--- config.mk ---
export PLATFORM = sky130hd
export DESIGN_NAME = dzc_clock_ctrl
export DESIGN_NICKNAME = d
export VERILOG_FILES = /design/src/inc/dzc_pkg.sv /design/src/rtl/dzc_clock_ctrl.sv
export SDC_FILE = /design/constraint.sdc
export NUM_CORES = 1
export LEC_CHECK = 0
export BUFFER_PORTS_ARGS = -buffer_cell sky130_fd_sc_hd__buf_2
export CAP_MARGIN = 10
export CORE_MARGIN = 8
export CORE_UTILIZATION = 43
export CTS_CLUSTER_SIZE = 25
export DETAILED_ROUTE_END_ITERATION = 10
export GPL_TIMING_DRIVEN = 0
export PLACE_DENSITY = 0.77
export SLEW_MARGIN = 5
export SYNTH_ARGS = -nofsm -noshare
export SYNTH_HDL_FRONTEND = slang
export SYNTH_SLANG_ARGS = --single-unit
--- constraint.sdc ---
create_clock -name clk_i -period 2.2 [get_ports clk_i]
set_input_delay 0.44 -clock clk_i [delete_from_list [all_inputs] [get_ports clk_i]]
set_output_delay 0.44 -clock clk_i [all_outputs]
set_load 0.005 [all_outputs]
--- src/inc/dzc_pkg.sv ---
// constants for the cpu slowdown and module clock gating block
// Notes on behaviour
// RL1: in slowdown the system clock is untouched and peripherals keep the full-rate clock.
// RL2: setting the slowdown enable bit (bit 11 of the divider register) enters slowdown.
// RL3: the ratio field at bits 14..12 picks 1:1 through 1:128, resetting to 1:1.
// RL4: cpu enables are cut from the peripheral clock so both domains stay aligned.
// RL5: with return-on-interrupt (bit 15) set an interrupt restores full speed, else nothing.
// RL6: a set module-disable bit stops every clock enable to that peripheral.
// RL7: a disabled peripheral has its register access blocked, writes dropped, reads invalid.
// RL8: a peripheral runs only if its disable bit is clear and it is implemented.
// RL9: module-disable bits of present peripherals reset to enabled.
// RL10: setting a disable bit takes effect one instruction cycle later.
// RL11: clearing a disable bit re-enables the peripheral one instruction cycle later.
// RL12: ratio codes 0..7 give cpu divisors 1,2,4,...,128.
// RL13: an interrupt-driven return to full speed clears the slowdown enable bit.
package dzc_pkg;
  localparam int unsigned NUM_MOD = 16;
  localparam logic [31:0] ADDR_CLOCK_DIVIDER_REGISTER = 32'h0000_0000;
  localparam logic [31:0] ADDR_MODDIS = 32'h0000_0004;
  localparam logic [31:0] ADDR_STATUS = 32'h0000_0008;
  localparam int unsigned BIT_ROI = 15;
  localparam int unsigned BIT_RATIO_HI = 14;
  localparam int unsigned BIT_RATIO_LO = 12;
  localparam int unsigned BIT_SLOW_EN = 11;
  localparam logic [2:0] RATIO_RESET = 3'h0;
  localparam logic [15:0] MODDIS_RESET = 16'h0000;
  localparam logic [15:0] MOD_PRESENT = 16'hFFFF;
  localparam int unsigned DIV_W = 7;
  localparam logic [31:0] UNMAPPED_DATA = 32'h0000_0000;
endpackage

--- src/rtl/dzc_clock_ctrl.sv ---
// cpu slowdown divider and per-module clock enables with wishbone registers
//
// Local design decisions: the register addresses and the Wishbone interface to the registers.
`timescale 1ns/1ps
module dzc_clock_ctrl (
  // system
  input wire logic clk_i,
  input wire logic rst_i,
  // wishbone classic slave
  input wire logic cyc_i,
  input wire logic stb_i,
  input wire logic we_i,
  input wire logic [31:0] adr_i,
  input wire logic [3:0] sel_i,
  input wire logic [31:0] dat_i,
  output logic [31:0] dat_o,
  output logic ack_o,
  // interrupt request from the interrupt controller
  input wire logic irq_i,
  // clock enables
  output logic cpu_clk_en_o,
  output logic [dzc_pkg::NUM_MOD-1:0] mod_clk_en_o,
  output logic [dzc_pkg::NUM_MOD-1:0] mod_reg_en_o
);
  logic roi_q;
  logic [2:0] ratio_q;
  logic slow_en_q;
  logic [dzc_pkg::NUM_MOD-1:0] moddis_q;
  logic [dzc_pkg::NUM_MOD-1:0] mod_run_q;
  logic [dzc_pkg::DIV_W-1:0] div_cnt_q;
  logic req;
  logic wr_clock_divider_register;
  logic wr_moddis;
  logic irq_return;
  logic div_wrap;
  logic cpu_tick;
  logic [dzc_pkg::DIV_W-1:0] div_mask;

  // divisor 2**code minus one as a counter mask
  function automatic logic [dzc_pkg::DIV_W-1:0] ratio_mask(input logic [2:0] code);
    ratio_mask = dzc_pkg::DIV_W'((8'h01 << code) - 8'h01); // see RL12
  endfunction

  assign req = cyc_i && stb_i && !ack_o;
  assign wr_clock_divider_register = req && we_i && (adr_i == dzc_pkg::ADDR_CLOCK_DIVIDER_REGISTER) && sel_i[1];
  assign wr_moddis = req && we_i && (adr_i == dzc_pkg::ADDR_MODDIS);
  assign irq_return = irq_i && roi_q && slow_en_q; // see RL5
  assign div_mask = slow_en_q ? ratio_mask(ratio_q) : '0;
  assign div_wrap = (div_cnt_q & div_mask) == div_mask;
  // enable derives from the same system clock, so cpu and peripheral edges stay aligned
  assign cpu_tick = !slow_en_q || div_wrap; // see RL4

  // wishbone ack: one cycle answer, dropped the cycle after
  always_ff @(posedge clk_i) begin
    if (rst_i) begin
      ack_o <= 1'b0;
    end else begin
      ack_o <= req;
    end
  end

  always_ff @(posedge clk_i) begin
    if (rst_i) begin
      dat_o <= '0;
    end else if (req && !we_i) begin
      case (adr_i)
        dzc_pkg::ADDR_CLOCK_DIVIDER_REGISTER: dat_o <= {16'h0000, roi_q, ratio_q, slow_en_q, 11'h000};
        dzc_pkg::ADDR_MODDIS: dat_o <= {16'h0000, moddis_q};
        dzc_pkg::ADDR_STATUS: dat_o <= {16'h0000, mod_run_q};
        default: dat_o <= dzc_pkg::UNMAPPED_DATA;
      endcase
    end
  end

  // divider register fields
  always_ff @(posedge clk_i) begin
    if (rst_i) begin
      roi_q <= 1'b0;
      ratio_q <= dzc_pkg::RATIO_RESET; // see RL3
      slow_en_q <= 1'b0;
    end else begin
      if (wr_clock_divider_register) begin
        roi_q <= dat_i[dzc_pkg::BIT_ROI];
        ratio_q <= dat_i[dzc_pkg::BIT_RATIO_HI:dzc_pkg::BIT_RATIO_LO]; // see RL3
        slow_en_q <= dat_i[dzc_pkg::BIT_SLOW_EN]; // see RL2
      end
      // the interrupt wins over a same-cycle write so a wakeup is never lost
      if (irq_return) begin
        slow_en_q <= 1'b0; // see RL13
      end
    end
  end

  always_ff @(posedge clk_i) begin
    if (rst_i) begin
      div_cnt_q <= '0;
    end else if (!slow_en_q || div_wrap) begin
      div_cnt_q <= '0;
    end else begin
      div_cnt_q <= div_cnt_q + 1'b1;
    end
  end

  always_ff @(posedge clk_i) begin
    if (rst_i) begin
      cpu_clk_en_o <= 1'b1;
    end else begin
      cpu_clk_en_o <= cpu_tick || irq_return; // see RL1
    end
  end

  always_ff @(posedge clk_i) begin
    if (rst_i) begin
      moddis_q <= dzc_pkg::MODDIS_RESET; // see RL9
    end else if (wr_moddis) begin
      if (sel_i[0]) moddis_q[7:0] <= dat_i[7:0];
      if (sel_i[1]) moddis_q[15:8] <= dat_i[15:8];
    end
  end

  // one instruction cycle delay: the new bit is applied at the next cpu tick
  always_ff @(posedge clk_i) begin
    if (rst_i) begin
      mod_run_q <= dzc_pkg::MOD_PRESENT & ~dzc_pkg::MODDIS_RESET;
    end else if (cpu_tick) begin
      mod_run_q <= dzc_pkg::MOD_PRESENT & ~moddis_q; // see RL8, RL10, RL11
    end
  end

  // peripheral clocks stay full rate; only the disable gates them
  generate
    for (genvar g = 0; g < dzc_pkg::NUM_MOD; g++) begin : g_mod
      always_ff @(posedge clk_i) begin
        if (rst_i) begin
          mod_clk_en_o[g] <= dzc_pkg::MOD_PRESENT[g];
          mod_reg_en_o[g] <= dzc_pkg::MOD_PRESENT[g];
        end else begin
          mod_clk_en_o[g] <= mod_run_q[g]; // see RL6, RL1
          mod_reg_en_o[g] <= mod_run_q[g]; // see RL7
        end
      end
    end
  endgenerate

  // check helper: run of cycles with no cpu enable, saturating so it never wraps
  logic [7:0] gap_q;

  always_ff @(posedge clk_i) begin
    if (rst_i) begin
      gap_q <= 8'h00;
    end else if (cpu_clk_en_o) begin
      gap_q <= 8'h00;
    end else if (gap_q != 8'hFF) begin
      gap_q <= gap_q + 8'h01;
    end
  end

  generate
    for (genvar m = 0; m < dzc_pkg::NUM_MOD; m++) begin : g_chk

    end
  endgenerate
endmodule

# Word level (Yosys, flattened, before mapping)
# Cells that the tools add are included.
# classes
add_sub_neg	2
bitwise_logic	2
n_eq_ne	3
shifts	1
n_mux	2
reduce_logical	19
# op_table
op	count
$pmux W16 S3	1
$eq A32 B3 Y1 const B	1
$eq A32 B4 Y1 const B	1
$logic_not A32 Y1	1
$not A16 Y16	1
$logic_and A1 B1 Y1	9
$add A7 B1 Y7 const B	1
$and A7 B7 Y7	1
$eq A7 B7 Y1	1
$mux W7	1
$shl A1 B3 Y7 const A	1
$sub A7 B1 Y7 const B	1
$reduce_and A2 Y1	2
$reduce_or A2 Y1	2
$logic_not A1 Y1	3
$logic_or A1 B1 Y1	2
# totals
reg_bits	94
output_inout_bits	66
wordCells	55
in_bits	74

# Depth between registers and ports, before layout
# logic_depth
ltp_word	7
depth_mapped	9
ltp_nobuf	7

# Worst setup path after synthesis
# Ideal clock, no wire load.
# synth_timing
kind	flip-flop to flip-flop
from	reg ratio_q[2]
to	reg mod_run_q[10] (netlist bit)
arrival_ns	2.316
setup_slack_ns	-0.238
required_time_ns	2.079
period_less_slack_ns	2.438
stages_incl_launch_ff	9
setup_time_ns	0.121
n_path_buf	2
path_cell_list	dfxtp_1 > buf_2 > or3_1 > ha_1 > o22ai_1 > or3_4 > o31ai_4 > buf_12 > mux2_4
# synth_via
elab_chain_len	6
# synth_rtl
element	line	text
start, declared	dzc_clock_ctrl.sv:26	logic [2:0] ratio_q;
start signal, assigned	dzc_clock_ctrl.sv:79	ratio_q <= dzc_pkg::RATIO_RESET;
start signal, assigned	dzc_clock_ctrl.sv:84	ratio_q <= dat_i[dzc_pkg::BIT_RATIO_HI:dzc_pkg::BIT_RATIO_LO];
$shl A1 B3 Y7 (*)	dzc_clock_ctrl.sv:41	ratio_mask = dzc_pkg::DIV_W'((8'h01 << code) - 8'h01);
$sub A7 B1 Y7 (*)	dzc_clock_ctrl.sv:41	
$mux W7 (*)	dzc_clock_ctrl.sv:48	assign div_mask = slow_en_q ? ratio_mask(ratio_q) : '0;
$and A7 B7 Y7	dzc_clock_ctrl.sv:49	assign div_wrap = (div_cnt_q & div_mask) == div_mask;
$eq A7 B7 Y1 (*)	dzc_clock_ctrl.sv:49	
$logic_or A1 B1 Y1 (*)	dzc_clock_ctrl.sv:51	assign cpu_tick = !slow_en_q || div_wrap;
end signal, assigned	dzc_clock_ctrl.sv:124	mod_run_q <= dzc_pkg::MOD_PRESENT & ~dzc_pkg::MODDIS_RESET;
end signal, assigned	dzc_clock_ctrl.sv:126	mod_run_q <= dzc_pkg::MOD_PRESENT & ~moddis_q;
end, declared	dzc_clock_ctrl.sv:29	logic [dzc_pkg::NUM_MOD-1:0] mod_run_q;
# Mark *: on every way between the ends. The rest lies on a longest branch, timed or not.
# A chain may end at the register's enable or synchronous reset.

# Final worst setup path
# layout_timing
from	reg ratio_q[0]
to	reg mod_run_q[11] (netlist bit)
# Same word-level chain as after synthesis.

==> metrics.txt <==
Post-Syn Area per Cell=10.09 um2; Setup WS post-layout=-191.3 ps; initial core utilization=44.44%; Slew HR=45.52%; Seq/Total Area, Yosys=a little under half; Final min period=around 2400 ps; Syn. warnings=0; vias per inst=just under 5; Post-Route WL=9.592 mm; Slew Viols, Final=0; global route overflow=0; clock tree from TritonCTS=built; slowest CP cell=dfxtp_4; Crit path top cell by count=or3_4; met2 Resource Use GR=~28%; chip height=105.6 um; Max VDD drop=364.1 uV; core box area=7767 um2; fraction of layout cells with a size suffix above 1=between 40% and 50%; IO buf count=roughly 100; vias in the first global route=2,977; FMAX=418.2 MHz; EDFF count, synth=0; crit path DAT=2630 ps; Detail Route Antenna Nets=0; Core Util, Final=60.44%; GR Util All Layers=~17%; cell count after synthesis=342; first drt pass iteration count=4; cell taking the most area after synthesis=dfxtp_1; Final Non-Filler Cells=596; met1 demand-to-capacity share in global routing=between 20% and 30%; Startpoint Class=flip-flop; total CTS buffers=9; status=finished, violations left; Skew-Pair Late Insertion Delay=between 300 and 400 ps; Net count, final=roughly 570; CTS Hold Buffers Added=0; violated checks=negative setup slack; Max clock buf depth=2; Max FO, Critical Path=10; full die area=around 11,000 um2; crit path capture type=flip-flop; hold path start=dat_i[6]; RSZ-0062 raised after global routing=true; HP Class=in -> reg; Power Dens Cells=605.9 nW/um2; Synth async-reset ratio=0%; Final GP Congestion=0.7693; Hold Path End=moddis_q[6]; mapped cell area=about 3500 um2; measured slew at the worst slew-check pin=817.3 ps; worst reg2reg path startpoint=ratio_q[0]; post-synth top area share=45.23%; # setup viols final=24; Cells after DPL=562; slowest stage delay, CP=380 ps; FF+latch count, synth=78; first-pass GRT wire length=roughly 15 mm; capturing point of the worst reg2reg path=mod_run_q[11]; DRC errors left=0; DR WL/cell=16.09 um; row cnt=32; Leak=between 2 and 2.5 nW; required time of the critical path=2440 ps; dpl hpwl=6.837 mm; Layout area overhead=35.99%; clock root buffer=clkbuf_8; H-tree depth reported by CTS=3; MaxCap Viol Count=0; clock transition at the registers of the reported paths=80 ps; largest cells by area after synthesis=dfxtp_1 45%, buf_4 7.0%, mux2_4 5.2%, a22oi_1 3.5%, nand3b_1 3.5%; Vias=roughly 3k; chip width=around 110 um; Setup Skew=10.91 ps; ys flop type=dfxtp_1; largest net degree at the start of global routing=14; CP Class=reg -> reg; initial antenna violation count=0; I/O pin total=140; worst hold stages=3; crit-path cells=inv_2, or3_4, ha_4, o22ai_2, or3_4, o31ai_4, buf_6, buf_12, mux2_4; GRT met3 Usage=4.019%; GR peak layer=met2; setup TNS=-3228 ps; final period utilization=108.7%; CTS Sinks=78; final hold violations=0; reg2reg setup slack=-190 ps; critical path's top delay family=simple AND/OR/NAND/NOR gates; worst reg-to-reg path cell count=9; Iteration-0 DRC Markers=145; Antenna diodes=0; crit path buf inv count=3; Netlist cell types=45
[tightest hold or removal path, cell delays in order]
cell	delay [ps]
buf_2	80
nand3b_1	60
o21ai_0	60
[metal layers]
| metal | part of all wire, % | up-vias | routed length, um |
|---|---|---|---|
| li1 | - | 1449 | - |
| met2 | 49 | 99 | 4732 |
| met3 | 6.4 | 19 | 612 |
| met1 | 42 | 1389 | 4021 |
| met5 | 0 | - | 0 |
| met4 | 2.4 | 0 | 226 |
[Yosys cell counts (2+ instances only)]
| cell | count |
|---|---|
| dfxtp_1 | 78 |
| xnor2_1 | 4 |
| o21ai_0 | 22 |
| mux2i_1 | 10 |
| nand4_1 | 2 |
| mux2_2 | 4 |
| buf_2 | 3 |
| inv_1 | 3 |
| nor2_1 | 24 |
| ha_1 | 2 |
| buf_4 | 32 |
| clkbuf_1 | 16 |
| nor4_2 | 2 |
| nor4_1 | 7 |
| mux2_4 | 12 |
| nor2b_1 | 3 |
| nand2b_1 | 18 |
| nand3_1 | 4 |
| nand2_1 | 7 |
| a22oi_1 | 16 |
| nor3_1 | 7 |
| nor3b_1 | 2 |
| xor2_1 | 2 |
| nand3b_1 | 16 |
| or2_2 | 16 |
| a22o_1 | 11 |
[how the worst max path moves through the flow]
stage / start / to / slack [ps] / cells past startpoint
after global placement: ratio_q[2] / mod_run_q[14] / -380 / 8
final: ratio_q[0] / mod_run_q[11] / -190 / 9
after detailed placement: ratio_q[0] / mod_run_q[14] / -420 / 8
after CTS: ratio_q[0] / mod_run_q[11] / -230 / 9
after floorplan: ratio_q[2] / mod_run_q[10] / -220 / 8
after global routing: ratio_q[0] / mod_run_q[12] / -250 / 9
[sequential cells by signal (all words and copies together) (netlist names)]
name	cells
roi_q	1
dat_o	16
ratio_q	3
ack_o	1
mod_run_q	16
moddis_q	16
slow_en_q	1
div_cnt_q	7
cpu_clk_en_o	1
mod_reg_en_o	16
[through the flow]
| step | instance area, um2 | power [mW] | worst slack (ps) | hold slack (ps) |
|---|---|---|---|---|
| CTS | 4603 | 2.850 | -231.4 | 305.6 |
| detailed placement | 4159 | 1.605 | -423.7 | 451.8 |
| floorplan | 3516 | 1.532 | -223.1 | 427.6 |
| global route | 4695 | 2.933 | -251.5 | 311.3 |
| global placement | 4159 | 1.602 | -380.8 | 445.6 |
| finish | 4695 | 2.844 | -191.3 | 315.5 |
[cells in the final DEF, fill, tap and decap left out, types with 18 or more instances in the layout]
master      n
dfxtp_1    76
buf_4      46
buf_2     105
o21ai_0    22
nand2b_1   18
nor2_1     24
[area by class of cell]
cell class,count,area (um2)
clock inverters,4,77.57
plain buffers,52,345.3
flip-flops and latches,78,1569
repair buffers,122,680.7
multi-input cells,223,1718
inverters,3,11.26
clock buffers,12,165.2
fillers,675,3073
well taps,102,127.6
[power breakdown]
group	leakage, nW	switching [mW]	internal (mW)
registers	0.631	0.000280	1.41
logic	1.28	0.0855	0.0810
clock network	0.123	0.533	0.736
total	2.03	0.619	2.23
[timing repair]
action                                  4_1_cts  5_1_grt
resized for setup                            27        7
pin swaps                                     8        6
setup buffers                                12        8
endpoints found under the setup margin       25       51
[kinds of logic after synthesis]
logic type	count (synthesis)	share of synthesized area, %
multiplexers	27	9.750
buffers and inverters	56	10.37
adder cells (fa/ha/maj)	3	1.015
flip-flops	78	45.23
AO/OA/AOI/OAI	56	11.96
AND/OR/NAND/NOR	115	20.04
other	1	0.1086
XOR/XNOR	6	1.522
(Power assumes the default switching activity.)
